[src/shared/adcp_pkg.sv]
// package for the sample output pipeline of a 10-bit converter
// assumes one clock domain (mclk) and a digitised sample arriving from the analog front end
// Contract
// - a new sample is taken on every rising edge of the sampling clock.
// - the output word and over-range flag change only on rising sampling clock edges.
// - a sample's result appears at the outputs 3 sampling clock cycles after it was taken.
// - the output code is 10 bits wide, splitting the reference span into 1024 steps.
// - the over-range flag is low normally and high for a sample above the top reference.
// - while the over-range flag is high every output bit is forced to one.
// - output enable high puts all data outputs and the over-range flag in high impedance.
// - output enable acts without the clock and touches only the output drivers.
// - the internal output register keeps updating while the outputs are three-stated.
// - sleep control high stops operation and floats the outputs; low runs normally.
// - output bit 0 is the least significant bit and bit 9 the most significant.
package adcp_pkg;
  localparam int ADCP_CODE_W = 10;
  localparam int ADCP_STEPS = 1024;
  localparam int ADCP_LATENCY = 3;
  localparam int ADCP_FIFO_DEPTH = 8;
  localparam int ADCP_SYNC_STAGES = 2;
  localparam logic [ADCP_CODE_W-1:0] ADCP_FULL_SCALE = 10'h3FF;
  localparam logic [ADCP_CODE_W-1:0] ADCP_ZERO_CODE = 10'h000;
  localparam logic [ADCP_CODE_W:0] ADCP_RAW_TOP = 11'h3FF;

  typedef struct packed {
    logic over_range_flag;
    logic [ADCP_CODE_W-1:0] sample_word;
  } adcp_result_s;

  typedef enum logic [1:0] {
    ADCP_RUN = 2'b00,
    ADCP_SLEEP = 2'b01,
    ADCP_WAKE = 2'b10
  } adcp_state_e;
endpackage

[src/rtl/adcp_fifo.sv]
// small flop-based fifo carrying results toward the output register
// assumes source and sink on the same clock
`timescale 1ns/1ps
module adcp_fifo import adcp_pkg::*; #(
  parameter int WIDTH = 11,
  parameter int DEPTH = 8
) (
  input wire logic mclk,
  input wire logic nrst,
  input wire logic clr,
  input wire logic in_valid,
  output logic in_ready,
  input wire logic [WIDTH-1:0] in_data,
  output logic out_valid,
  input wire logic out_ready,
  output logic [WIDTH-1:0] out_data
);
  localparam int AW = $clog2(DEPTH);
  logic [WIDTH-1:0] mem_ff [DEPTH];
  logic [AW-1:0] wr_ff;
  logic [AW-1:0] rd_ff;
  logic [AW:0] cnt_ff;
  logic push;
  logic pop;

  // full compare needs the extra count bit: DEPTH does not fit in AW bits
  assign in_ready = (cnt_ff != (AW+1)'(DEPTH)) || out_ready;
  assign out_valid = cnt_ff != '0;
  assign out_data = mem_ff[rd_ff];
  assign push = in_valid && in_ready;
  assign pop = out_valid && out_ready;

  always_ff @(posedge mclk) begin
    if (push) begin
      mem_ff[wr_ff] <= in_data;
    end
  end

  always_ff @(posedge mclk) begin
    if (!nrst || clr) begin
      wr_ff <= '0;
      rd_ff <= '0;
      cnt_ff <= '0;
    end else begin
      if (push) begin
        wr_ff <= (wr_ff == AW'(DEPTH - 1)) ? '0 : wr_ff + 1'b1;
      end
      if (pop) begin
        rd_ff <= (rd_ff == AW'(DEPTH - 1)) ? '0 : rd_ff + 1'b1;
      end
      cnt_ff <= cnt_ff + (AW+1)'(push) - (AW+1)'(pop);
    end
  end
endmodule

[src/rtl/adcp_top.sv]
// sample-to-pin pipeline: sampling, 3-stage latency, over-range clamp, three-state drive
// assumes a digitised raw value (11 bits, top bit = above top reference) from the front end
// and that sample_clk, output_enable_n and sleep_control are pins outside mclk's domain
`timescale 1ns/1ps
module adcp_top import adcp_pkg::*; #(
  parameter int CODE_W = ADCP_CODE_W,
  parameter int LATENCY = ADCP_LATENCY,
  parameter int FIFO_DEPTH = ADCP_FIFO_DEPTH
) (
  input wire logic mclk,
  input wire logic nrst,
  input wire logic sample_clk,
  input wire logic [ADCP_CODE_W:0] raw_level,
  input wire logic output_enable_n,
  input wire logic sleep_control,
  output logic [ADCP_CODE_W-1:0] sample_word_o,
  output logic [ADCP_CODE_W-1:0] sample_word_oe_n,
  output logic over_range_flag_o,
  output logic over_range_flag_oe_n,
  output logic sample_strobe,
  output logic overflow_lost
);
  logic [ADCP_SYNC_STAGES-1:0] clk_sync_ff;
  logic [ADCP_SYNC_STAGES-1:0] sleep_sync_ff;
  logic clk_prev_ff;
  logic rise;
  adcp_state_e state_ff;
  adcp_state_e nxt_state;
  adcp_result_s stage_ff [LATENCY];
  logic [LATENCY-1:0] stage_vld_ff;
  adcp_result_s conv;
  adcp_result_s fifo_out;
  adcp_result_s out_ff;
  logic fifo_in_ready;
  logic fifo_out_valid;
  logic running;
  logic drive;
  logic lost_ff;

  // clamp and code one raw level into a result
  function automatic adcp_result_s code_result(input logic [ADCP_CODE_W:0] lvl);
    adcp_result_s r;
    r.over_range_flag = lvl > ADCP_RAW_TOP;
    r.sample_word = r.over_range_flag ? ADCP_FULL_SCALE : lvl[ADCP_CODE_W-1:0];
    return r;
  endfunction

  // only the second stage is read: first stage may be metastable
  always_ff @(posedge mclk) begin
    if (!nrst) begin
      clk_sync_ff <= '0;
      sleep_sync_ff <= '1;
    end else begin
      clk_sync_ff <= {clk_sync_ff[0], sample_clk};
      sleep_sync_ff <= {sleep_sync_ff[0], sleep_control};
    end
  end

  always_ff @(posedge mclk) begin
    if (!nrst) begin
      clk_prev_ff <= 1'b0;
    end else begin
      clk_prev_ff <= clk_sync_ff[1];
    end
  end

  assign rise = clk_sync_ff[1] && !clk_prev_ff;

  always_comb begin
    nxt_state = state_ff;
    case (state_ff)
      ADCP_RUN: begin
        if (sleep_sync_ff[1]) begin
          nxt_state = ADCP_SLEEP;
        end
      end
      ADCP_SLEEP: begin
        if (!sleep_sync_ff[1]) begin
          nxt_state = ADCP_WAKE;
        end
      end
      ADCP_WAKE: begin
        nxt_state = sleep_sync_ff[1] ? ADCP_SLEEP : ADCP_RUN;
      end
      default: begin
        nxt_state = ADCP_SLEEP;
      end
    endcase
  end

  always_ff @(posedge mclk) begin
    if (!nrst) begin
      state_ff <= ADCP_SLEEP;
    end else begin
      state_ff <= nxt_state;
    end
  end

  assign running = (state_ff == ADCP_RUN) && !sleep_sync_ff[1];
  assign conv = code_result(raw_level);

  // latency pipe advances only on sampling edges; oe has no say here
  always_ff @(posedge mclk) begin
    if (!nrst) begin
      stage_vld_ff <= '0;
    end else if (!running) begin
      stage_vld_ff <= '0;
    end else if (rise) begin
      stage_vld_ff <= {stage_vld_ff[LATENCY-2:0], 1'b1};
    end
  end

  always_ff @(posedge mclk) begin
    if (running && rise) begin
      stage_ff[0] <= conv;
    end
  end

  genvar g;
  generate
    for (g = 1; g < LATENCY; g++) begin : g_pipe
      always_ff @(posedge mclk) begin
        if (running && rise) begin
          stage_ff[g] <= stage_ff[g-1];
        end
      end
    end
  endgenerate

  // last stage feeds the fifo on the edge that completes the latency
  adcp_fifo #(
    .WIDTH($bits(adcp_result_s)),
    .DEPTH(FIFO_DEPTH)
  ) u_fifo (
    .mclk(mclk),
    .nrst(nrst),
    .clr(!running),
    .in_valid(running && rise && stage_vld_ff[LATENCY-1]),
    .in_ready(fifo_in_ready),
    .in_data(stage_ff[LATENCY-1]),
    .out_valid(fifo_out_valid),
    .out_ready(1'b1),
    .out_data(fifo_out)
  );

  // fifo drains immediately, so output lands on the 3rd edge; word never lost in practice
  always_ff @(posedge mclk) begin
    if (!nrst) begin
      out_ff <= '{over_range_flag: 1'b0, sample_word: ADCP_ZERO_CODE};
    end else if (fifo_out_valid) begin
      out_ff <= fifo_out;
    end
  end

  always_ff @(posedge mclk) begin
    if (!nrst) begin
      sample_strobe <= 1'b0;
    end else begin
      sample_strobe <= fifo_out_valid;
    end
  end

  always_ff @(posedge mclk) begin
    if (!nrst) begin
      lost_ff <= 1'b0;
    end else if (running && rise && stage_vld_ff[LATENCY-1] && !fifo_in_ready) begin
      lost_ff <= 1'b1;
    end
  end

  assign overflow_lost = lost_ff;
  assign sample_word_o = out_ff.sample_word;
  assign over_range_flag_o = out_ff.over_range_flag;

  // raw pin used, not the synchronised copy: drivers follow oe without the clock
  assign drive = !output_enable_n && !sleep_control;
  assign sample_word_oe_n = {ADCP_CODE_W{!drive}};
  assign over_range_flag_oe_n = !drive;
endmodule

[config.mk]
export PLATFORM = sky130hd
export DESIGN_NAME = adcp_top
export DESIGN_NICKNAME = d
export VERILOG_FILES = /design/src/shared/adcp_pkg.sv /design/src/rtl/adcp_fifo.sv /design/src/rtl/adcp_top.sv
export SDC_FILE = /design/constraint.sdc
export NUM_CORES = 1
export LEC_CHECK = 0
export ABC_AREA = 0
export BUFFER_PORTS_ARGS = -buffer_cell sky130_fd_sc_hd__buf_4
export CORE_MARGIN = 2
export CORE_UTILIZATION = 40
export DETAILED_ROUTE_END_ITERATION = 10
export PLACE_DENSITY = 0.57
export SLEW_MARGIN = 20
export SYNTH_ARGS = -nofsm -noshare
export SYNTH_HDL_FRONTEND = slang
export SYNTH_HIERARCHICAL = 1
export SYNTH_SLANG_ARGS = --single-unit
export TNS_END_PERCENT = 100
[constraint.sdc]
create_clock -name mclk -period 4.13 [get_ports mclk]
set_input_delay 0 -clock mclk [delete_from_list [all_inputs] [get_ports mclk]]
set_output_delay 0 -clock mclk [all_outputs]
set_load 0.02 [all_outputs]
# Word level (Yosys, flattened, before mapping)
# Memory sizes are Yosys's and may differ from the RTL's. A register that Yosys moved wholly into a read port is not among the register bits.
# Cells that the tools add are included.
[totals]
regBits = 21
output_inout_bits = 24
rom_bits = 0
mem_count = 2
input_bits = 16
word_cells = 51
latchBits = 0
mem_bits_rw = 121
[mem_list]
columns = ["memory", "words", "word_bits", "read_ports", "rd_ports_with_merged_regs", "write_ports", "line", "text"]
rows = [
  ["u_fifo.mem_ff", 8, 11, 1, 1, 1, "adcp_fifo.sv:19", "logic [WIDTH-1:0] mem_ff [DEPTH];"],
  ["stage_ff", 3, 11, 3, 0, 3, "adcp_top.sv:29", "adcp_result_s stage_ff [LATENCY];"],
]
[op_classes]
add_sub_neg = 4
eq_ne = 6
n_reduce_logical = 18
div_mod_pow = 0
n_mul = 0
mux = 11
bitwise = 0
order_cmp = 1
n_shift = 0
[op_table]
columns = ["op", "count"]
rows = [
  ["$gt 11x10->1 const B", 1],
  ["$mux 10", 1],
  ["$logic_not 1->1", 8],
  ["$add 3x1->3 const B", 2],
  ["$eq 3x3->1 const B", 2],
  ["$mux 3", 2],
  ["$pmux 2 s3", 1],
  ["$logic_and 1x1->1", 5],
  ["$mux 1", 5],
  ["$add 4x1->4", 1],
  ["$mux 2", 2],
  ["$ne 2x2->1 const B", 2],
  ["$reduce_and 2->1", 2],
  ["$reduce_bool 4->1", 1],
  ["$sub 4x1->4", 1],
  ["$eq 2x1->1 const B", 1],
  ["$eq 2x2->1 const B", 1],
  ["$logic_not 2->1", 1],
  ["$logic_or 1x1->1", 1],
]

# Longest topological paths before layout
# Gate-level depths: netlist (run 1).
[depth]
depth_word = 6
depth_mapped = 10
depth_no_buf = 10

# Modules after synthesis
# The synthesis (run 1) kept the hierarchy.
[by_module_without_submodules]
columns = ["mod", "area_each_um2", "seq_area_each_um2", "n_inst", "cells_each"]
rows = [
  ["adcp_fifo", 4085.2, 2902.8, 1, 204],
  ["adcp_top", 1969.4, 1451.4, 1, 128],
]

# Least setup slack after synthesis (run 1)
# OpenSTA, ideal clock, no wires.
[synth_timing]
kind = "reg2reg"
startpoint = "reg state_ff[1]"
endpoint = "mem u_fifo.mem_ff[0][0] (enable)"
setup_time_ps = 408
arrival_ps = 2084
required_time_ps = 3722
path_stages_with_launch = 5
slack_ps = 1639
path_cell_list = "dfxtp_1 -> or3_4 -> nor2_4 -> nand2_2 -> nor4_1"
[synth_between]
elab_chain_cells = 6
[synth_rtl]
columns = ["item", "line", "text"]
rows = [
  ["start, declared", "adcp_top.sv:27", "adcp_state_e state_ff;"],
  ["start signal, assigned", "adcp_top.sv:95", "state_ff <= nxt_state;"],
  ["$logic_not 2->1", "adcp_top.sv:99", "assign running = (state_ff == ADCP_RUN) && !sleep_sync_ff[1];"],
  ["$logic_and 1x1->1", "adcp_top.sv:99", ""],
  ["$logic_and 1x1->1 (2 in series)", "-", ""],
  ["$mux 1", "adcp_fifo.sv:34", "if (push) begin"],
  ["$mux 1 (not written as such)", "adcp_fifo.sv:35", "mem_ff[wr_ff] <= in_data;"],
  ["end, declared", "adcp_fifo.sv:19", ""],
]
# Every way passes these cells.

# Worst setup path in the final report (run 1)
[layout_timing]
startpoint = "reg state_ff[1]"
endpoint = "reg u_fifo.cnt_ff[2]"
[layout_between]
elab_chain_cells = 6
elab_cells_between_ends = 8
[layout_rtl]
columns = ["item", "line", "text"]
rows = [
  ["$logic_not 2->1 *", "adcp_top.sv:99", ""],
  ["$logic_and 1x1->1 *", "adcp_top.sv:99", ""],
  ["$logic_and 1x1->1 (2 in series)", "-", ""],
  ["$add 4x1->4", "adcp_fifo.sv:51", "cnt_ff <= cnt_ff + (AW+1)'(push) - (AW+1)'(pop);"],
  ["$sub 4x1->4", "adcp_fifo.sv:51", ""],
  ["end signal, assigned", "adcp_fifo.sv:51", ""],
  ["end, declared", "adcp_fifo.sv:22", "logic [AW:0] cnt_ff;"],
]
# Mark *: on every way between the ends. The rest lies on a longest branch, timed or not.
# A chain may end at the register's enable or synchronous reset.

==> results of run 1 <==
==> layer usage <==
layer | global-route usage [%] | wire (um)
met1 | 15.80 | 4276
met2 | 21.70 | 4935
met3 | 3.769 | 337
met4 | 5.818 | 161
met5 | 0 | 0
==> layout make-up <==
cell class	instances	area share (%)
Tap cell	184	3.187
Clock buffer	17	5.889
Inverter	7	0.3638
Clock inverter	15	1.576
Multi-Input combinational cell	147	21.39
Sequential cell	157	60.28
Timing Repair Buffer	65	7.310
==> worst paths after layout <==
check             depth (start not counted)                to  slack (ns)      startpoint
hold reg to reg                           0   stage_ff[0][16]        0.42  stage_ff[0][5]
setup reg to reg                          9  u_fifo/cnt_ff[2]        1.78     state_ff[1]
hold / removal                            2   stage_ff[0][10]        0.37   raw_level[10]
setup / recovery                          9  u_fifo/cnt_ff[2]        1.78     state_ff[1]
==> worst max-delay path, stage by stage, from the launching register on <==
cell and delay [ns]:
dfxtp_1 0.33, or3_4 0.42, nor2_4 0.14, nand2_2 0.14, ha_1 0.31, inv_1 0.04, ha_1 0.19, fa_1 0.37
xor2_1 0.14, and2_1 0.15
==> state kept, by name, indices dropped and copies added (netlist names), 3 cells and up, named ones only <==
| signal | count |
|---|---|
| u_fifo/mem_ff | 88 |
| u_fifo/wr_ff | 3 |
| u_fifo/cnt_ff | 4 |
| stage_vld_ff | 3 |
| u_fifo/rd_ff | 3 |
| stage_ff | 33 |
| sample_word_o | 10 |
==> stage by stage <==
| step | hold slack [ns] | util [%] | worst slack, ns | power (uW) |
|---|---|---|---|---|
| floorplan | 0.1015 | - | 1.639 | 1745 |
| global placement | 0.2043 | 44.55 | 1.803 | 1759 |
| detailed placement | 0.2188 | 44.55 | 1.774 | 1760 |
| CTS | 0.3596 | 49.33 | 1.763 | 3186 |
| global route | 0.3770 | 49.33 | 1.599 | 3260 |
| finish | 0.3745 | 49.33 | 1.781 | 3144 |
==> report_power, final <==
part / total [uW] / switching (uW) / internal [uW]
clock: 1410 / 630 / 777
combinational: 54.1 / 21.1 / 32.9
sequential: 1680 / 1.56 / 1680
total: 3140 / 652 / 2490
==> cells by family after synthesis <==
| group | after synthesis | share of synthesized area, % |
|---|---|---|
| DFF | 157 | 71.92 |
| and+or+nand+nor | 76 | 7.460 |
| muxes | 52 | 14.73 |
| buffers and inverters | 29 | 2.728 |
| adders and majority gates | 11 | 2.397 |
| AOI/OAI and AO/OA | 5 | 0.5579 |
| other | 1 | 0.06194 |
| xor gates and xnor gates | 1 | 0.1447 |
==> cell usage after synthesis, types with 7 or more instances <==
| master | number |
|---|---|
| and2_1 | 7 |
| buf_4 | 11 |
| clkbuf_1 | 7 |
| dfxtp_1 | 36 |
| edfxtp_1 | 121 |
| ha_1 | 10 |
| inv_1 | 7 |
| mux2_2 | 11 |
| mux2i_1 | 19 |
| mux4_1 | 22 |
| nand2_1 | 12 |
| nor2_1 | 9 |
| nor2b_1 | 14 |
| or2_2 | 11 |
==> flow_summary_export.csv, run 1 <==
group,metric,value,unit
timing,grt_setup_unrepaired,"false",
critical_path,critical_path_class,"flop to flop",
route,ant_nets,0,
route,via_per_inst,4.872,
floorplanning,core-area,14640,um2
placed_design,gp_congestion,0.6674,
timing,finalCriticalPeriod,2.349,ns
timing,slew_violations,0,
logic_synthesis,synth_edf_count,121,
layout,fillCellCount,1198,
logic_synthesis,yosysSeqAreaShare,71.92,%
layout,layout-drive-gt1-share,26.23,%
logic_synthesis,synth_top_area_share,60.01,%
timing,finClkSkew,0.007261,ns
placed_design,port_buffers,39,
floorplanning,num_rows,44,
cts,cts_tree,"built",
timing,relSlewSlack,34.76,%
cts,numCtsBuffers,17,
outcome,status,"finished, final reports clean",
layout,multi_input_area,1545,um2
job,max_cap_violations,0,
critical_path,start_kind,"flop",
layout,final_area,7223,um2
critical_path,cp_max_fo,8,
route,drt-initial-drc-count,196,
hold_path,hold_path_class,"primary input to flop",
cts,clock_latency,0.41,ns
placed_design,dp.cells,544,
layout,final_common_cell,"edfxtp_1",
cts,hold_buffers,16,
layout,final_cells,592,
route,detail_route.wl_per_cell,16.40,um
logic_synthesis,synth_top_cell_by_area,"edfxtp_1",
cts,cts_sinks,157,
power,p_leak,0.002476,uW
cts,root_buffer,"clkbuf_16",
global_route,grt-ovfl-total,0,
power,ir_worst_vdd,0.2664,mV
critical_path,required,4.44,ns
logic_synthesis,yosys_warnings,6,
logic_synthesis,ys_ff_latch,157,
layout,area_growth,19.30,%
timing,finalCritPeriodShare,56.87,%
logic_synthesis,avgSynthCellArea,18.24,um2
route,first_pass_iters,4,
placed_design,dpl.hpwl,5813,um
global_route,track_usage,13.01,%
layout,fin_nets,422,
critical_path,end_kind,"flop",
logic_synthesis,netlist_area,6055,um2
cts,cts-htree-levels,4,
route,detailroute.via_count,2884,
floorplanning,start_util,41.34,%
cts,clockBufferDepth,2,
logic_synthesis,synthCells,332,
timing,fmax,425.7,MHz
critical_path,cp_data_arrival_time,2.66,ns
power,powerDensity,435.2,nW/um2
layout,layout_common_cells,"edfxtp_1, buf_4, dfxtp_1, mux4_1, mux2i_1",
global_route,grt_pass1_wl,15390,um
route,drcViolationCount,0,
logic_synthesis,ys.flop_type,"edfxtp_1",
route,wirelength,9710,um
floorplanning,pin_count,40,
floorplanning,chipWidth,127.0,um
placed_design,postPlaceCellArea,6524,um2
global_route,grt_pass1_vias,2980,
timing,worst_pin_slew,0.9773,ns
timing,setup_tns,0,ns
timing,final-setup-viol-count,0,
logic_synthesis,async_flop_share,0,%
floorplanning,die_y,127.0,um
cts,clk_pin_slew,0.06,ns
logic_synthesis,yosysUniqueCellTypes,38,
floorplanning,dieArea,16140,um2
timing,hold_violations,0,
cts,cts_resized,0,
cts,cts_setup_buffers,0,
global_route,antenna_found_initial,0,
logic_synthesis,synth.area.top_cells,"edfxtp_1, dfxtp_1, mux4_1",
global_route,grt_max_degree,34,
layout,seqCellArea,4354,um2
layout,antenna-diode-count,0,
Note: power is estimated with default switching activity, not from simulation.
==> run 2: changes to the inputs <==
==> constraint.sdc (replaced) <==
create_clock -name mclk -period 2.3 [get_ports mclk]
set_input_delay 0 -clock mclk [delete_from_list [all_inputs] [get_ports mclk]]
set_output_delay 0 -clock mclk [all_outputs]
set_load 0.02 [all_outputs]
==> run 2 against run 1 <==
Via count grew 1.5%. Setup slack lost 1.7 ns. Sequential cell count is the same. Non-clock buffer count grew 8. Hold slack gained 0.0068 ns. Largest cell class unchanged. Largest power group unchanged. Highest routed layer unchanged.
==> flow_summary_export.csv, run 2 (synthesized netlist as in run 1, its figures left out) <==
group,metric,value,unit
outcome,status,"finished, final reports clean",
critical_path,critical_path.slowest_cell,"or3_4",
timing,finalCritPeriodShare,94.35,%
power,power.internal,4696,uW
global_route,antenna_found_initial,0,
global_route,grt-ovfl-total,0,
route,drcViolationCount,0,
route,wirelength,10150,um
critical_path,required,2.61,ns
route,first_pass_iters,4,
route,drt-initial-drc-count,195,
floorplanning,chipWidth,127.0,um
power,seqPwrFrac,52.2,%
placed_design,gp_congestion,0.6662,
layout,antenna-diode-count,0,
layout,layout-drive-gt1-share,27.64,%
cts,clk_pin_slew,0.06,ns
cts,cts_sinks,157,
layout,fin_nets,430,
power,p_leak,0.002547,uW
critical_path,critical_path_class,"flop to flop",
placed_design,postPlaceCellArea,6601,um2
route,via_per_inst,4.880,
critical_path,cp_max_fo,4,
floorplanning,pin_count,40,
layout,layout_common_cells,"edfxtp_1, buf_4, dfxtp_1, mux4_1, mux2i_1",
critical_path,reg2regPathDepth,9,
placed_design,port_buffers,39,
timing,hold_violations,0,
cts,cts_tree,"built",
power,powerDensity,787.7,nW/um2
timing,grt_setup_unrepaired,"false",
route,detailroute.via_count,2928,
floorplanning,start_util,41.34,%
timing,setup_tns,0,ns
critical_path,cp_data_arrival_time,2.48,ns
power,switchingPower,1092,uW
layout,final_area,7348,um2
layout,largest_reg_flops,88,
global_route,use_met1,15.79,%
cts,cts-htree-levels,4,
layout,area_growth,21.37,%
global_route,grt_util_met3,3.643,%
hold_path,hold_path_class,"primary input to flop",
job,max_cap_violations,0,
cts,cts_setup_buffers,0,
placed_design,dpl.hpwl,6100,um
critical_path,cp-endpoint,"u_fifo/cnt_ff[2]",
power,ir_worst_vdd,0.5746,mV
critical_path,end_kind,"flop",
layout,final_common_cell,"edfxtp_1",
layout,fillCellCount,1222,
cts,clockBufferDepth,2,
critical_path,start_kind,"flop",
global_route,track_usage,13.29,%
placed_design,dp.cells,551,
global_route,grt_pass1_wl,15390,um
global_route,gr-max-usage-layer,"met2",
floorplanning,die_y,127.0,um
layout,final_cells,600,
layout,top_register,"u_fifo/mem_ff",
route,ant_nets,0,
cts,root_buffer,"clkbuf_16",
timing,final-setup-viol-count,0,
power,comb_power_share,1.7,%
timing,slew_violations,0,
power,switching_share,18.86,%
critical_path,crit_chain,"or3_4 -> nor2_4 -> nand2_2 -> ha_1 -> inv_1 -> ha_1 -> fa_2 -> xor2_1 -> and2_1",
floorplanning,core-area,14640,um2
floorplanning,num_rows,44,
critical_path,cpPeakStageDelay,0.42,ns
global_route,gr-usage-met2,22.90,%
critical_path,r2r_slack,0.13,ns
timing,finalCriticalPeriod,2.170,ns
timing,fmax,460.8,MHz
critical_path,r2r_end,"u_fifo/cnt_ff[2]",
critical_path,startpoint,"state_ff[1]",
power,clkPwrFrac,46.1,%
timing,finClkSkew,0.006043,ns
critical_path,cpMostUsedCell,"ha_1",
floorplanning,dieArea,16140,um2
global_route,grt_pass1_vias,2875,
cts,clock_latency,0.41,ns
route,detail_route.wl_per_cell,16.92,um
global_route,grt_max_degree,34,
cts,numCtsBuffers,17,
critical_path,r2r_start,"state_ff[1]",
==> run 2: layout make-up <==
class / instances / area, um2 / area share, %
flip-flops and latches: 157 / 4354 / 59.25
well taps: 184 / 230.2 / 3.133
clock inverters: 12 / 122.6 / 1.669
multi-input cells: 147 / 1553 / 21.13
repair buffers: 73 / 615.6 / 8.377
clock buffers: 20 / 446.7 / 6.079
inverters: 7 / 26.28 / 0.3576
==> run 2: timing repair <==
item	in CTS	in global routing
resized for setup	0	2
setup endpoints to repair	0	1
endpoints found under the hold margin	30	0
hold buffers	17	0
==> run 2: worst max-delay path, delay by kind of cell, from the launching register on <==
kind                       cells  cell delay (ns)
xor gates and xnor gates       1             0.14
adders and majority gates      3             0.81
and+or+nand+nor                4             0.75
buffers and inverters          1             0.04
DFF                            1             0.33
==> run 2: power by group through the flow <==
stage               sequential [uW]  combinational [uW]  clock [uW]
floorplan                      3080                51.0           0
global placement               3080                75.5           0
detailed placement             3080                76.2           0
CTS                            3020                98.4        2730
global route                   3020                 106        2840
finish                         3020                97.6        2670
==> run 2: worst min-delay path by stage <==
stage	startpoint	to	slack (ns)	depth (start not counted)
final	raw_level[10]	stage_ff[0][10]	0.38	2
after global routing	raw_level[10]	stage_ff[0][10]	0.38	2
after CTS	raw_level[5]	stage_ff[0][5]	0.36	3
after detailed placement	sleep_control	sleep_sync_ff[0]	0.20	2
after floorplan	sleep_control	sleep_sync_ff[0]	0.10	1
after global placement	sleep_control	sleep_sync_ff[0]	0.20	2
==> run 2: metrics by stage <==
step                util (%)  hold WS, ns  total power [uW]  setup slack, ns
floorplan                  -       0.1015              3134          0.06583
global placement       45.08       0.1974              3159           0.1060
detailed placement     45.08       0.2026              3160          0.06995
CTS                    50.13       0.3569              5855          0.05934
global route           50.18       0.3779              5968          0.03124
finish                 50.18       0.3813              5788           0.1300
==> run 2: per-layer routing <==
layer | up-vias | part of all wire (%)
met5 | - | 0
met1 | 1442 | 42
met2 | 76 | 52
met4 | 0 | 1.3
met3 | 12 | 4.8
li1 | 1398 | -
==> run 3: changes to the inputs <==
--- a/config.mk
+++ b/config.mk
@@ -7,11 +7,13 @@
 export LEC_CHECK = 0
 export ABC_AREA = 0
 export BUFFER_PORTS_ARGS = -buffer_cell sky130_fd_sc_hd__buf_4
+export CELL_PAD_IN_SITES_DETAIL_PLACEMENT = 0
+export CELL_PAD_IN_SITES_GLOBAL_PLACEMENT = 1
 export CORE_MARGIN = 2
 export CORE_UTILIZATION = 40
 export DETAILED_ROUTE_END_ITERATION = 10
-export PLACE_DENSITY = 0.57
-export SLEW_MARGIN = 20
+export PLACE_DENSITY = 0.63
+export SLEW_MARGIN = 40
 export SYNTH_ARGS = -nofsm -noshare
 export SYNTH_HDL_FRONTEND = slang
 export SYNTH_HIERARCHICAL = 1
==> run 3 against run 2 <==
Sequential share of layout area fell by 0.70 points. Clock power increased by 15%. Largest power group is now the clock network. Sequential cell count unchanged. Hold slack worse by 0.018 ns. Design area is 1.2% higher. Non-clock buffer count is the same. Die area did not move.
==> flow_summary_export.csv, run 3 (synthesized netlist as in run 1, its figures left out) <==
group,metric,value,unit
route,ant_nets,0,
critical_path,critical_path.slowest_cell,"or3_4",
cts,clock_latency,0.42,ns
floorplanning,core-area,14640,um2
timing,final-setup-viol-count,0,
global_route,track_usage,13.50,%
cts,clk_pin_slew,0.06,ns
critical_path,cp_data_arrival_time,2.51,ns
placed_design,dp.cells,552,
layout,fillCellCount,1196,
critical_path,startpoint,"sleep_sync_ff[1]",
placed_design,dpl.hpwl,5872,um
floorplanning,num_rows,44,
floorplanning,start_util,41.34,%
power,p_leak,0.002591,uW
floorplanning,die_y,127.0,um
placed_design,port_buffers,39,
layout,final_area,7436,um2
global_route,grt_pass1_wl,15900,um
power,powerDensity,833.6,nW/um2
critical_path,crit_chain,"or3_4 -> nor2_4 -> nand2_2 -> ha_1 -> inv_1 -> ha_1 -> fa_2 -> xor2_1 -> and2_1",
global_route,grt_util_met3,3.811,%
layout,top_register,"u_fifo/mem_ff",
power,ir_worst_vdd,0.5382,mV
global_route,grt_max_degree,34,
route,wirelength,10080,um
cts,cts-htree-levels,4,
hold_path,hold_path_class,"primary input to flop",
global_route,grt_pass1_vias,2899,
cts,numCtsBuffers,17,
timing,fmax,454.4,MHz
global_route,use_met1,17.01,%
placed_design,postPlaceCellArea,6609,um2
route,detailroute.via_count,2909,
global_route,antenna_found_initial,0,
route,first_pass_iters,4,
layout,largest_reg_flops,88,
floorplanning,dieArea,16140,um2
critical_path,critical_path_class,"flop to flop",
cts,root_buffer,"clkbuf_16",
critical_path,start_kind,"flop",
route,drt-initial-drc-count,259,
outcome,status,"finished, final reports clean",
floorplanning,pin_count,40,
cts,cts_tree,"built",
critical_path,r2r_start,"sleep_sync_ff[1]",
route,detail_route.wl_per_cell,16.80,um
timing,finalCritPeriodShare,95.68,%
layout,area_growth,22.81,%
layout,layout-drive-gt1-share,27.88,%
timing,finClkSkew,0.006660,ns
critical_path,cpMostUsedCell,"ha_1",
layout,fin_nets,430,
critical_path,cpPeakStageDelay,0.42,ns
layout,layout_common_cells,"edfxtp_1, buf_4, dfxtp_1, mux4_1, mux2i_1",
cts,cts_sinks,157,
critical_path,end_kind,"flop",
global_route,gr-usage-met2,21.76,%
route,drcViolationCount,0,
critical_path,cp_max_fo,4,
placed_design,gp_congestion,0.7360,
job,max_cap_violations,0,
layout,final_common_cell,"edfxtp_1",
timing,slew_violations,0,
floorplanning,chipWidth,127.0,um
timing,finalCriticalPeriod,2.201,ns
route,via_per_inst,4.848,
global_route,grt-ovfl-total,0,
global_route,gr-max-usage-layer,"met2",
layout,antenna-diode-count,0,
timing,hold_violations,0,
layout,final_cells,600,
critical_path,required,2.61,ns
cts,clockBufferDepth,2,
hold_path,min_from,"raw_level[10]",
-- run 3: cell count changes in the layout (fill, tap and decap cells not counted) --
cell	delta
clkbuf_1	+1
clkinv_4	-2
inv_6	+2
buf_4	+1
clkinv_1	-1
dlygate4sd3_1	-1
clkbuf_8	+2
clkinvlp_4	-1
bufinv_16	+3
clkinv_2	-4
-- run 3: what timing repair did --
item,4_1_cts,5_1_grt
endpoints found under the setup margin,0,1
hold endpoints to repair,30,0
resized for setup,0,2
hold buffers,16,0
buffers inserted,0,0
-- run 3: worst paths after layout --
kind                      end  slack, ns  cells past startpoint
min reg2reg   stage_ff[0][27]       0.42                      0
max          u_fifo/cnt_ff[2]        0.1                      9
max reg2reg  u_fifo/cnt_ff[2]        0.1                      9
min           stage_ff[0][10]       0.36                      2
-- run 3: critical path: cells and delay by family (launching register included) --
family | cells | cell delay, ns
adders and majority gates | 3 | 0.82
and+or+nand+nor | 4 | 0.77
DFF | 1 | 0.33
xor gates and xnor gates | 1 | 0.14
buffers and inverters | 1 | 0.04
-- run 3: stage by stage --
step	power [uW]	TNS, ns	util [%]	setup slack [ns]	hold slack, ns
after floorplan	3134	0	-	0.06583	0.1015
after global placement	3159	0	45.13	0.1148	0.2041
after detailed placement	3160	0	45.13	0.06496	0.2037
after CTS	6261	0	50.73	0.04125	0.3528
after global routing	6383	-0.005046	50.78	-0.005046	0.3764
final	6199	0	50.78	0.09934	0.3637
-- run 3: cell type report --
type | count | area (um2) | share of cell area [%]
clock buffer | 23 | 478.0 | 6.428
clock inverter | 9 | 181.4 | 2.440
inverter | 7 | 26.28 | 0.3534
multi-input combinational | 147 | 1553 | 20.88
sequential | 157 | 4354 | 58.56
tap | 184 | 230.2 | 3.096
timing repair buffer | 73 | 613.1 | 8.245
-- run 3: per-layer routing --
metal,wire length (um),up-vias
met5,0,-
met4,219,0
met3,433,19
met2,4795,63
met1,4630,1421
li1,-,1406
-- run 3: power by group --
part	switching [uW]	total, uW	leakage [uW]	internal [uW]
logic	37.4	96.7	0.000891	59.3
clock network	1060	3080	0.000322	2020
registers	2.74	3020	0.00138	3020
